==> src/hdl/rfo_pkg.sv <==
package rfo_pkg;

  // ==========================================================
  // Register bus
  // ==========================================================
  localparam int         AV_ADDR_W      = 4;
  localparam int         AV_DATA_W      = 32;
  localparam logic [3:0] OFS_WSCTL      = 4'h0;
  localparam logic [3:0] OFS_STATUS     = 4'h4;

  // ==========================================================
  // Wait-state control register
  // ==========================================================
  localparam int         WSCTL_W        = 8;
  localparam logic [7:0] WSCTL_INIT     = 8'h08;
  localparam int         BIT_SIZE_SEL   = 7;
  localparam int         BIT_BASE_SEL   = 6;

  // Status register bit positions
  localparam int         STAT_ACTIVE    = 0;
  localparam int         STAT_PROTECT   = 1;
  localparam int         STAT_WRITER    = 2;

  // ==========================================================
  // Overlap select codes {size, base}
  // ==========================================================
  localparam logic [1:0] OVL_NONE       = 2'h0;
  localparam logic [1:0] OVL_SB_HI      = 2'h1;
  localparam logic [1:0] OVL_WIDE       = 2'h2;
  localparam logic [1:0] OVL_SB_LO      = 2'h3;

  // ==========================================================
  // Address map
  // ==========================================================
  localparam int          MEM_ADDR_W    = 16;
  localparam int          RAM_OFS_W     = 9;
  localparam logic [15:0] RAM_BASE      = 16'hf800;
  localparam logic [15:0] RAM_LAST      = 16'hf97f;
  localparam logic [15:0] FLASH_LAST    = 16'hef7f;

  localparam logic [15:0] SB_HI_ROM_LO  = 16'h0080;
  localparam logic [15:0] SB_HI_ROM_HI  = 16'h00ff;
  localparam logic [15:0] SB_HI_RAM_LO  = 16'hf880;
  localparam logic [15:0] WIDE_ROM_LO   = 16'h0080;
  localparam logic [15:0] WIDE_ROM_HI   = 16'h017f;
  localparam logic [15:0] WIDE_RAM_LO   = 16'hf880;
  localparam logic [15:0] SB_LO_ROM_LO  = 16'h0000;
  localparam logic [15:0] SB_LO_ROM_HI  = 16'h007f;
  localparam logic [15:0] SB_LO_RAM_LO  = 16'hf800;

  // ==========================================================
  // Bus handshake states
  // ==========================================================
  typedef enum logic [1:0] {
    ST_IDLE = 2'b01,
    ST_ANS  = 2'b10
  } rfo_bus_st_t;

endpackage : rfo_pkg

==> src/hdl/rfo_decode.sv <==
`timescale 1ns/100ps

module rfo_decode #(
  parameter logic [15:0] P_FLASH_LAST = rfo_pkg::FLASH_LAST
) (
  // CPU address and mode
  input  wire logic [15:0] i_addr,
  input  wire logic [1:0]  i_code,
  input  wire logic        i_writer,
  // Steering result
  output logic             o_to_ram,
  output logic             o_to_flash,
  output logic             o_alias,
  output logic [8:0]       o_ram_off
);

  function automatic logic in_range(input logic [15:0] a,
                                    input logic [15:0] lo,
                                    input logic [15:0] hi);
    in_range = (a >= lo) && (a <= hi);
  endfunction : in_range

  logic [15:0] win_lo;
  logic [15:0] win_hi;
  logic [15:0] ram_lo;
  logic [15:0] off16;
  logic        native;

  // ==========================================================
  // Overlap window per select code
  // ==========================================================
  always_comb begin
    win_lo  = rfo_pkg::SB_HI_ROM_LO;
    win_hi  = rfo_pkg::SB_HI_ROM_HI;
    ram_lo  = rfo_pkg::SB_HI_RAM_LO;
    o_alias = 1'b0;
    case (i_code)
      rfo_pkg::OVL_SB_HI: begin
        win_lo  = rfo_pkg::SB_HI_ROM_LO;
        win_hi  = rfo_pkg::SB_HI_ROM_HI;
        ram_lo  = rfo_pkg::SB_HI_RAM_LO;
        o_alias = in_range(i_addr, win_lo, win_hi);
      end
      rfo_pkg::OVL_WIDE: begin
        win_lo  = rfo_pkg::WIDE_ROM_LO;
        win_hi  = rfo_pkg::WIDE_ROM_HI;
        ram_lo  = rfo_pkg::WIDE_RAM_LO;
        o_alias = in_range(i_addr, win_lo, win_hi);
      end
      rfo_pkg::OVL_SB_LO: begin
        win_lo  = rfo_pkg::SB_LO_ROM_LO;
        win_hi  = rfo_pkg::SB_LO_ROM_HI;
        ram_lo  = rfo_pkg::SB_LO_RAM_LO;
        o_alias = in_range(i_addr, win_lo, win_hi);
      end
      default: o_alias = 1'b0; // No overlap
    endcase
    // The external programmer owns the flash array in writer mode
    if (i_writer) begin
      o_alias = 1'b0;
    end
  end

  // ==========================================================
  // Steering
  // ==========================================================
  always_comb begin
    native = in_range(i_addr, rfo_pkg::RAM_BASE,
                      rfo_pkg::RAM_LAST);
    if (o_alias) begin
      off16 = i_addr - win_lo + ram_lo - rfo_pkg::RAM_BASE;
    end else begin
      off16 = i_addr - rfo_pkg::RAM_BASE;
    end
    o_ram_off  = off16[8:0];
    o_to_ram   = o_alias || native;
    o_to_flash = !o_to_ram && (i_addr <= P_FLASH_LAST);
  end

endmodule : rfo_decode

==> src/hdl/rfo_remap.sv <==
`timescale 1ns/100ps

module rfo_remap #(
  parameter logic [15:0] P_FLASH_LAST = rfo_pkg::FLASH_LAST
) (
  // Clock and reset
  input  wire logic        I_CLK_SYS,
  input  wire logic        I_SYS_RST,
  // Power modes
  input  wire logic        I_HW_STANDBY,
  input  wire logic        I_SW_STANDBY,
  input  wire logic        I_WRITER_MODE,
  // Avalon-MM slave
  input  wire logic [3:0]  I_AVS_ADDRESS,
  input  wire logic        I_AVS_READ,
  input  wire logic        I_AVS_WRITE,
  input  wire logic [31:0] I_AVS_WRITEDATA,
  input  wire logic [3:0]  I_AVS_BYTEENABLE,
  output logic      [31:0] O_AVS_READDATA,
  output logic             O_AVS_WAITREQUEST,
  // CPU memory request
  input  wire logic [15:0] I_CPU_ADDR,
  input  wire logic        I_CPU_RD,
  input  wire logic        I_CPU_WR,
  input  wire logic [7:0]  I_CPU_WDATA,
  // Steered memory access
  output logic             O_RAM_SEL,
  output logic      [8:0]  O_RAM_ADDR,
  output logic             O_FLASH_SEL,
  output logic      [15:0] O_FLASH_ADDR,
  output logic             O_MEM_RD,
  output logic             O_MEM_WR,
  output logic      [7:0]  O_MEM_WDATA,
  // Status
  output logic      [1:0]  O_OVERLAP_CODE,
  output logic             O_FLASH_PGM_BLOCK
);

  rfo_pkg::rfo_bus_st_t state;
  rfo_pkg::rfo_bus_st_t next_state;

  logic [7:0] wait_state_control;
  logic [1:0] sel_code;
  logic       req;
  logic       take_write;
  logic       wsctl_hit;
  logic       dec_ram;
  logic       dec_flash;
  logic       dec_alias;
  logic [8:0] dec_off;
  logic       cpu_req;

  assign sel_code = {wait_state_control[rfo_pkg::BIT_SIZE_SEL],
                     wait_state_control[rfo_pkg::BIT_BASE_SEL]};
  assign req        = I_AVS_READ || I_AVS_WRITE;
  assign wsctl_hit  = (I_AVS_ADDRESS == rfo_pkg::OFS_WSCTL);
  // A write lands only at the edge where waitrequest is seen low
  assign take_write = I_AVS_WRITE && (state == rfo_pkg::ST_ANS);
  assign cpu_req    = I_CPU_RD || I_CPU_WR;

  // ==========================================================
  // Bus handshake
  // ==========================================================
  always_comb begin
    next_state = rfo_pkg::ST_IDLE;
    case (state)
      rfo_pkg::ST_IDLE: begin
        if (req) begin
          next_state = rfo_pkg::ST_ANS;
        end
      end
      rfo_pkg::ST_ANS: next_state = rfo_pkg::ST_IDLE;
      default:         next_state = rfo_pkg::ST_IDLE;
    endcase
  end

  always_ff @(posedge I_CLK_SYS or posedge I_SYS_RST) begin
    if (I_SYS_RST) begin
      state             <= rfo_pkg::ST_IDLE;
      O_AVS_WAITREQUEST <= 1'b1;
    end else begin
      state             <= next_state;
      O_AVS_WAITREQUEST <= (next_state != rfo_pkg::ST_ANS);
    end
  end

  // Read data are captured when the request is first seen
  always_ff @(posedge I_CLK_SYS or posedge I_SYS_RST) begin
    if (I_SYS_RST) begin
      O_AVS_READDATA <= 32'h0;
    end else if (I_AVS_READ && state == rfo_pkg::ST_IDLE) begin
      if (wsctl_hit) begin
        O_AVS_READDATA <= {24'h0, wait_state_control};
      end else if (I_AVS_ADDRESS == rfo_pkg::OFS_STATUS) begin
        O_AVS_READDATA <= 32'h0;
        O_AVS_READDATA[rfo_pkg::STAT_ACTIVE]  <= (sel_code !=
                                                 rfo_pkg::OVL_NONE);
        O_AVS_READDATA[rfo_pkg::STAT_PROTECT] <= ^sel_code;
        O_AVS_READDATA[rfo_pkg::STAT_WRITER]  <= I_WRITER_MODE;
      end else begin
        O_AVS_READDATA <= 32'h0;
      end
    end
  end

  // ==========================================================
  // Wait-state control register
  // ==========================================================
  // Software standby is deliberately not a term here: the register
  // must come out of it with the overlap still in place.
  always_ff @(posedge I_CLK_SYS or posedge I_SYS_RST) begin
    if (I_SYS_RST) begin
      wait_state_control <= rfo_pkg::WSCTL_INIT;
    end else if (I_HW_STANDBY) begin
      wait_state_control <= rfo_pkg::WSCTL_INIT;
    end else if (take_write && wsctl_hit && I_AVS_BYTEENABLE[0]) begin
      wait_state_control <= I_AVS_WRITEDATA[7:0];
    end
  end

  // ==========================================================
  // Address steering
  // ==========================================================
  rfo_decode #(
    .P_FLASH_LAST (P_FLASH_LAST)
  ) u_decode (
    .i_addr     (I_CPU_ADDR),
    .i_code     (sel_code),
    .i_writer   (I_WRITER_MODE),
    .o_to_ram   (dec_ram),
    .o_to_flash (dec_flash),
    .o_alias    (dec_alias),
    .o_ram_off  (dec_off)
  );

  // One cycle of latency buys clean registered strobes to the arrays
  always_ff @(posedge I_CLK_SYS or posedge I_SYS_RST) begin
    if (I_SYS_RST) begin
      O_RAM_SEL    <= 1'b0;
      O_RAM_ADDR   <= 9'h0;
      O_FLASH_SEL  <= 1'b0;
      O_FLASH_ADDR <= 16'h0;
      O_MEM_RD     <= 1'b0;
      O_MEM_WR     <= 1'b0;
      O_MEM_WDATA  <= 8'h0;
    end else begin
      O_RAM_SEL    <= cpu_req && dec_ram;
      O_RAM_ADDR   <= dec_off;
      O_FLASH_SEL  <= cpu_req && dec_flash;
      O_FLASH_ADDR <= I_CPU_ADDR;
      O_MEM_RD     <= I_CPU_RD;
      O_MEM_WR     <= I_CPU_WR;
      O_MEM_WDATA  <= I_CPU_WDATA;
    end
  end

  // Exactly one select bit set locks flash program and erase
  always_ff @(posedge I_CLK_SYS or posedge I_SYS_RST) begin
    if (I_SYS_RST) begin
      O_OVERLAP_CODE    <= rfo_pkg::OVL_NONE;
      O_FLASH_PGM_BLOCK <= 1'b0;
    end else begin
      O_OVERLAP_CODE    <= sel_code;
      O_FLASH_PGM_BLOCK <= ^sel_code;
    end
  end

  // ==========================================================
  // Checks
  // ==========================================================
  select_bits_a: assert property (
    @(posedge I_CLK_SYS) disable iff (I_SYS_RST)
    take_write && wsctl_hit && I_AVS_BYTEENABLE[0] && !I_HW_STANDBY
    |=> ##1 O_OVERLAP_CODE == $past(I_AVS_WRITEDATA[7:6], 2))
    else $error("overlap code does not follow written select bits");

  native_ram_a: assert property (
    @(posedge I_CLK_SYS) disable iff (I_SYS_RST)
    cpu_req && I_CPU_ADDR >= rfo_pkg::RAM_BASE
    && I_CPU_ADDR <= rfo_pkg::RAM_LAST
    |=> O_RAM_SEL && !O_FLASH_SEL
        && O_RAM_ADDR == 9'($past(I_CPU_ADDR) - rfo_pkg::RAM_BASE))
    else $error("native RAM address not steered to RAM");

  sb_hi_map_a: assert property (
    @(posedge I_CLK_SYS) disable iff (I_SYS_RST)
    cpu_req && !I_WRITER_MODE && sel_code == rfo_pkg::OVL_SB_HI
    && I_CPU_ADDR >= rfo_pkg::SB_HI_ROM_LO
    && I_CPU_ADDR <= rfo_pkg::SB_HI_ROM_HI
    |=> O_RAM_SEL && O_RAM_ADDR == 9'($past(I_CPU_ADDR)
        - rfo_pkg::SB_HI_ROM_LO + rfo_pkg::SB_HI_RAM_LO
        - rfo_pkg::RAM_BASE))
    else $error("code 01 alias maps to wrong RAM byte");

  no_overlap_a: assert property (
    @(posedge I_CLK_SYS) disable iff (I_SYS_RST)
    cpu_req && sel_code == rfo_pkg::OVL_NONE
    && I_CPU_ADDR <= rfo_pkg::WIDE_ROM_HI
    |=> O_FLASH_SEL && !O_RAM_SEL)
    else $error("flash access diverted with no overlap selected");

  alias_steer_a: assert property (
    @(posedge I_CLK_SYS) disable iff (I_SYS_RST)
    cpu_req && dec_alias |=> O_RAM_SEL && !O_FLASH_SEL
    && O_MEM_WR == $past(I_CPU_WR))
    else $error("alias access reached the flash array");

  reg_init_a: assert property (
    @(posedge I_CLK_SYS) disable iff (I_SYS_RST)
    I_HW_STANDBY |=> wait_state_control == rfo_pkg::WSCTL_INIT
    ##1 O_OVERLAP_CODE == rfo_pkg::OVL_NONE)
    else $error("hardware standby did not reload wait-state register");

  sw_keep_a: assert property (
    @(posedge I_CLK_SYS) disable iff (I_SYS_RST)
    I_SW_STANDBY && !I_HW_STANDBY && !take_write
    |=> $stable(wait_state_control))
    else $error("software standby disturbed wait-state register");

  writer_flash_a: assert property (
    @(posedge I_CLK_SYS) disable iff (I_SYS_RST)
    cpu_req && I_WRITER_MODE && I_CPU_ADDR <= P_FLASH_LAST
    |=> O_FLASH_SEL && !O_RAM_SEL)
    else $error("writer mode access not sent to flash");

  bus_answer_a: assert property (@(posedge I_CLK_SYS) disable iff (I_SYS_RST)
    req && O_AVS_WAITREQUEST |=> !O_AVS_WAITREQUEST ##1 O_AVS_WAITREQUEST)
    else $error("register bus answer not given after one wait cycle");

endmodule : rfo_remap

==> config.mk <==
export PLATFORM = sky130hd
export DESIGN_NAME = rfo_remap
export DESIGN_NICKNAME = d
export VERILOG_FILES = /design/src/hdl/rfo_pkg.sv /design/src/hdl/rfo_decode.sv /design/src/hdl/rfo_remap.sv
export SDC_FILE = /design/constraint.sdc
export NUM_CORES = 1
export LEC_CHECK = 0
export ABC_AREA = 1
export BUFFER_PORTS_ARGS = -buffer_cell sky130_fd_sc_hd__buf_2
export CAP_MARGIN = 10
export CORE_MARGIN = 5
export CORE_UTILIZATION = 47
export CTS_BUF_LIST = sky130_fd_sc_hd__clkbuf_2 sky130_fd_sc_hd__clkbuf_4 sky130_fd_sc_hd__clkbuf_8
export DETAILED_ROUTE_END_ITERATION = 12
export HOLD_SLACK_MARGIN = 0.02
export PLACE_DENSITY = 0.8
export SETUP_SLACK_MARGIN = 0.15
export SLEW_MARGIN = 40
export SYNTH_ARGS = -nofsm -noshare
export SYNTH_HDL_FRONTEND = slang
export SYNTH_SLANG_ARGS = --single-unit
==> constraint.sdc <==
create_clock -name I_CLK_SYS -period 1.8 [get_ports I_CLK_SYS]
set_input_delay 0.18 -clock I_CLK_SYS [delete_from_list [all_inputs] [get_ports I_CLK_SYS]]
set_output_delay 0.18 -clock I_CLK_SYS [all_outputs]
set_load 0.1 [all_outputs]
Word level (Yosys, flattened, before mapping)
Cells that the tools add are included.
Word-level totals
  bits in writable memories: 0
  logic and storage cells: 62
  flip-flop bits (word level): 83
  output and inout bits: 73
  latch bits: 0
  memories kept: 0
  memory bits (read-only): 0
Operators by class
  divide/modulo/power cells: 0
  bitwise operators: 0
  multipliers: 0
  $lt $le $gt $ge: 8
  add/subtract/negate cells: 4
  reduce and logical (&&, ||, !) cells: 19
  equal/unequal tests: 7
  shift-type cells: 0
  muxes and demuxes: 11
Operator list (count)
  $mux W8: 5
  $le A16 B16 Y1 const B: 2
  $sub A9 B1 Y9 const B: 2
  $ge A16 B1 Y1 const B: 1
  $ge A16 B16 Y1 const B: 1
  $ge A16 B8 Y1 const B: 1
  $le A16 B7 Y1 const B: 1
  $le A16 B8 Y1 const B: 1
  $le A16 B9 Y1 const B: 1
  $logic_and A1 B1 Y1: 11
  $add A9 B8 Y9: 1
  $mux W9: 1
  $sub A9 B8 Y9: 1
  $eq A2 B2 Y1 const B: 3
  $eq A2 B1 Y1 const B: 2
  $eq A4 B3 Y1 const B: 1
  $logic_not A4 Y1: 1
  $mux W2: 2
  $reduce_bool A2 Y1: 2
  $logic_or A1 B1 Y1: 3
  $mux W3: 1
  $pmux W1 S3: 1
  $ne A2 B2 Y1 const B: 1
  $reduce_xor A2 Y1: 1
  other kinds (2): 2

Longest topological paths before layout
  word-level depth: 8
  depth in mapped cells: 12
  depth with buffers taken out: 12

By module
From an unflattened synthesis, not the netlist that was laid out.
Second synthesis, totals
  cell total of the unflattened synthesis: 304
  area, all modules: 2944.1 um2
Modules (own cells, without submodules)
  rfo_remap: instances 1, sequential area each 1453.9 um2, cells each 166, area each 2122.0 um2
  rfo_decode: instances 1, sequential area each 0.0 um2, cells each 138, area each 822.0 um2

Least setup slack after synthesis
Ideal clock, no wire load.
  path type: reg2reg
  start: reg O_AVS_WAITREQUEST (netlist name)
  end: reg O_AVS_READDATA[3]
  library setup time: 95 ps
  period minus slack after synthesis: 1676 ps
  data required time: 1705 ps
  slack: 124 ps
  stages on the path, launching flop included: 6
  arrival time: 1581 ps
  path buffers: 1
  cell sequence: dfstp_2 nand2_1 nor2_2 inv_1 buf_2 o31ai_1
RTL lines
  end signal: assignment: RTL line rfo_remap.sv:93  | O_AVS_READDATA <= {24'h0, wait_state_control};
  end signal: indexed assignment: RTL line rfo_remap.sv:96  | O_AVS_READDATA[rfo_pkg::STAT_ACTIVE] <= (sel_code !=
  end signal: indexed assignment: RTL line rfo_remap.sv:98  | O_AVS_READDATA[rfo_pkg::STAT_PROTECT] <= ^sel_code;
  end: declaration: RTL line rfo_remap.sv:19  | output logic [31:0] O_AVS_READDATA,

Final worst setup path
  start: in I_CPU_ADDR[10]
  end: reg O_RAM_ADDR[6]
Between the ends
  longest elaborated chain between the ends: 5
RTL lines
  start: declaration: RTL line rfo_remap.sv:22  | input wire logic [15:0] I_CPU_ADDR,
  $ge A16 B1 Y1, or another cell as far along: RTL line rfo_decode.sv:20  | in_range = (a >= lo) && (a <= hi);
  $logic_and A1 B1 Y1: RTL line rfo_decode.sv:20
  $pmux W1 S3 *: RTL line rfo_decode.sv:37  | case (i_code)
  $mux W1 *: RTL line rfo_decode.sv:59  | if (i_writer) begin
  $mux W9 *: RTL line rfo_decode.sv:70  | if (o_alias) begin
  via dec_off[6]: RTL line rfo_remap.sv:50  | logic [8:0] dec_off;
  end signal: assignment: RTL line rfo_remap.sv:148  | O_RAM_ADDR <= dec_off;
  end: declaration: RTL line rfo_remap.sv:28  | output logic [8:0] O_RAM_ADDR,
The timed path passes the listed nets; every way through them passes the cells marked *.
A chain may end at the register's enable or synchronous reset.

==> impl_metrics.csv <==
group,metric,value,unit
final_layout,antenna_cells,0,
floorplanning,dieArea,7508,sq um
yosys,synth.avg_cell_area,9.588,sq um
placed_design,place_area,3208,sq um
setup_path,cp_data_required_time,2050,ps
floorplanning,io_pins,146,
power_and_ir_drop,p_seq_share,39.9,%
sta,fmax,634.8,MHz
cts,clkSlewWorstSetupHoldPaths,90,ps
routing,drt-wirelength-per-cell,14.92,um
setup_path,cp_slowest_cell,"dlygate4sd3_1",
final_layout,final_common_cell,"buf_2",
grt,grt_use_total,18.30,%
sta,setup_tns,0,ps
cts,cts_max_path_buffers,2,
final_layout,area_growth,29.23,%
run,max_cap_viol_count,0,
setup_path,critPathTopFamily,"buffers and inverters",
floorplanning,core_area,5816,sq um
power_and_ir_drop,p_sw,1.552,mW
setup_path,crit_type,"primary input to register",
final_layout,final_area,3568,sq um
sta,fin_ws,224.7,ps
sta,clock-skew-final,8.969,ps
power_and_ir_drop,finalPower,3.532,mW
hold_path,hold_start,"I_CPU_ADDR[6]",
routing,drt-total-wl,7.190,mm
final_layout,fin_nets,499,
routing,route.detailed.drc,0,
floorplanning,fp.dieW,86.65,um
setup_path,path_max_fanout,13,
routing,vias,2295,
sta,hold_viol,0,
routing,drtIter0Drc,136,
cts,numCtsBuffers,5,
final_layout,layout-drive-gt1-share,31.20,%
final_layout,stdcell_count,482,
floorplanning,start_util,47.48,%
power_and_ir_drop,peakVddDrop,622.6,uV
sta,grt_setup_unrepaired,"false",
placed_design,gp_congestion,0.8526,
routing,antenna_left,0,
grt,grt_antenna_before_repair,0,
power_and_ir_drop,p_comb_share,38.6,%
grt,met1_usage,18.60,%
yosys,ys.flop_type,"dfrtp_1",
sta,hold-worst-slack,37.49,ps
yosys,synth_seq_cells,56,
yosys,yosysSeqAreaShare,50.84,%
setup_path,critPathLaunch,"I_CPU_ADDR[10]",
cts,htree_levels,2,
yosys,yosysWarnings,0,
grt,grt_use_met3,4.753,%
setup_path,path_cells,"dlygate4sd3_1 > buf_2 > or2_1 > nor2_1 > nand2_1 > inv_1 > nand2_8 > inv_1 > nand3_1 > nand2_1",
status,status,"finished clean",
setup_path,r2r_start,"O_AVS_WAITREQUEST",
sta,final.min_clock_period,1575,ps
sta,drv_slew,0,
cts,cts.sinks,56,
placed_design,portBuffers,93,
yosys,synth-edff-count,0,
yosys,synthCells,288,
cts,cts_tree,"built",
cts,clock_latency,310,ps
power_and_ir_drop,power.share.clock,21.4,%
power_and_ir_drop,power_switching_share,43.93,%
placed_design,dp_hpwl,4.855,mm
sta,finalCritPeriodShare,87.51,%
final_layout,layout_common_cells,"buf_2, dfrtp_1, nand2_1",
final_layout,finish.utilization,61.36,%
yosys,yosysUniqueCellTypes,31,
routing,routed_via_density,4.761,
grt,grt_pass1_vias,2251,
setup_path,max_stage_delay,550,ps
grt,busiest_layer,"met2",
power_and_ir_drop,p_int,1.980,mW
sta,setup_viol,0,
routing,drtPass1Iterations,4,
power_and_ir_drop,p_leak,1.957,nW
yosys,async_flop_share,100.0,%
setup_path,critPathBufInv,4,
placed_design,dp_slack,162.1,ps
floorplanning,num_rows,28,
floorplanning,die_h,86.65,um
hold_path,hp-class,"primary input to register",
setup_path,arrival,1830,ps
placed_design,post-place-cells,451,
setup_path,end_kind,"register",
power_and_ir_drop,power_density,989.7,nW/um^2
yosys,syn-cell-area,2761,sq um
setup_path,cp-start-kind,"primary input",
grt,grt_max_degree,57,
grt,gr-total-overflow,0,
grt,use_met2,34.91,%
cts,cts.root.buffer_cell,"clkbuf_8",
grt,grt_pass1_wl,10.56,mm
-- path summary, 6_finish.rpt --
path / endpoint / slack (ps) / depth (start not counted)
min in group asynchronous: O_MEM_WDATA[1] / 460 / 4
min: O_FLASH_ADDR[6] / 40 / 1
max: O_RAM_ADDR[6] / 220 / 10
min reg2reg: O_OVERLAP_CODE[1] / 530 / 1
max reg2reg: O_AVS_READDATA[6] / 250 / 6
max in group asynchronous: O_AVS_WAITREQUEST / 1050 / 4
-- routing by layer --
| layer | wire, um | vias up |
|---|---|---|
| met1 | 2511 | 1084 |
| li1 | - | 1083 |
| met5 | 0 | - |
| met4 | 99 | 0 |
| met3 | 657 | 12 |
| met2 | 3921 | 116 |
-- registers in the layout, summed over array words and instances, names as in the netlist, 2 cells and up --
name	flops
O_AVS_READDATA	8
O_FLASH_ADDR	16
O_MEM_WDATA	8
O_OVERLAP_CODE	2
O_RAM_ADDR	7
wait_state_control	8
-- final cells by class --
class | count | area, sq um
tap | 75 | 93.84
sequential | 56 | 1408
timing repair buffer | 117 | 703.2
multi-input combinational | 183 | 1095
inverter | 43 | 165.2
fill | 458 | 2247
clock buffer | 8 | 103.9
-- power by group through the flow --
stage / clock network (mW) / logic (mW) / registers (mW)
after floorplan: 0 / 0.546 / 1.97
final: 0.757 / 1.36 / 1.41
after global routing: 0.825 / 1.43 / 1.42
after detailed placement: 0 / 1.26 / 1.43
after CTS: 0.759 / 1.30 / 1.41
after global placement: 0 / 1.25 / 1.43
-- logic make-up after synthesis --
group,share of synthesized area [%]
AND/OR/NAND/NOR,17.13
other,0.1358
flip-flops,50.84
XOR/XNOR,1.269
buffers and inverters,13.91
adder cells (fa/ha/maj),9.062
AO/OA/AOI/OAI,7.657
-- timing repair --
| action | 4_1_cts | 5_1_grt |
|---|---|---|
| hold buffers | 18 | 1 |
| endpoints found under the hold margin | 71 | 1 |
| resized for setup | 0 | 7 |
| pin swaps | 0 | 1 |
| cloned | 0 | 0 |
| setup endpoints to repair | 1 | 10 |
| setup buffers | 1 | 3 |
-- cell usage after synthesis (2+ instances only) --
library cell  number  share of area (%)
a21oi_1            6                1.1
buf_4             26                7.1
buf_6              2               0.82
dfrtp_1           54                 49
dfstp_2            2                1.9
ha_1              20                9.1
inv_1             43                5.8
nand2_1           48                6.5
nand2_2            2               0.45
nand2_4            2               0.82
nand3_1           17                3.1
nand4_1            5                1.1
nor2_1            17                2.3
nor3_1             4               0.72
o21ai_0           11                2.0
o21ai_1            3               0.54
o21ai_2            4                1.3
o31ai_1            6                1.6
or2_2              2               0.45
xor2_1             3               0.95
No activity file was read; power rests on OpenSTA's default activity.
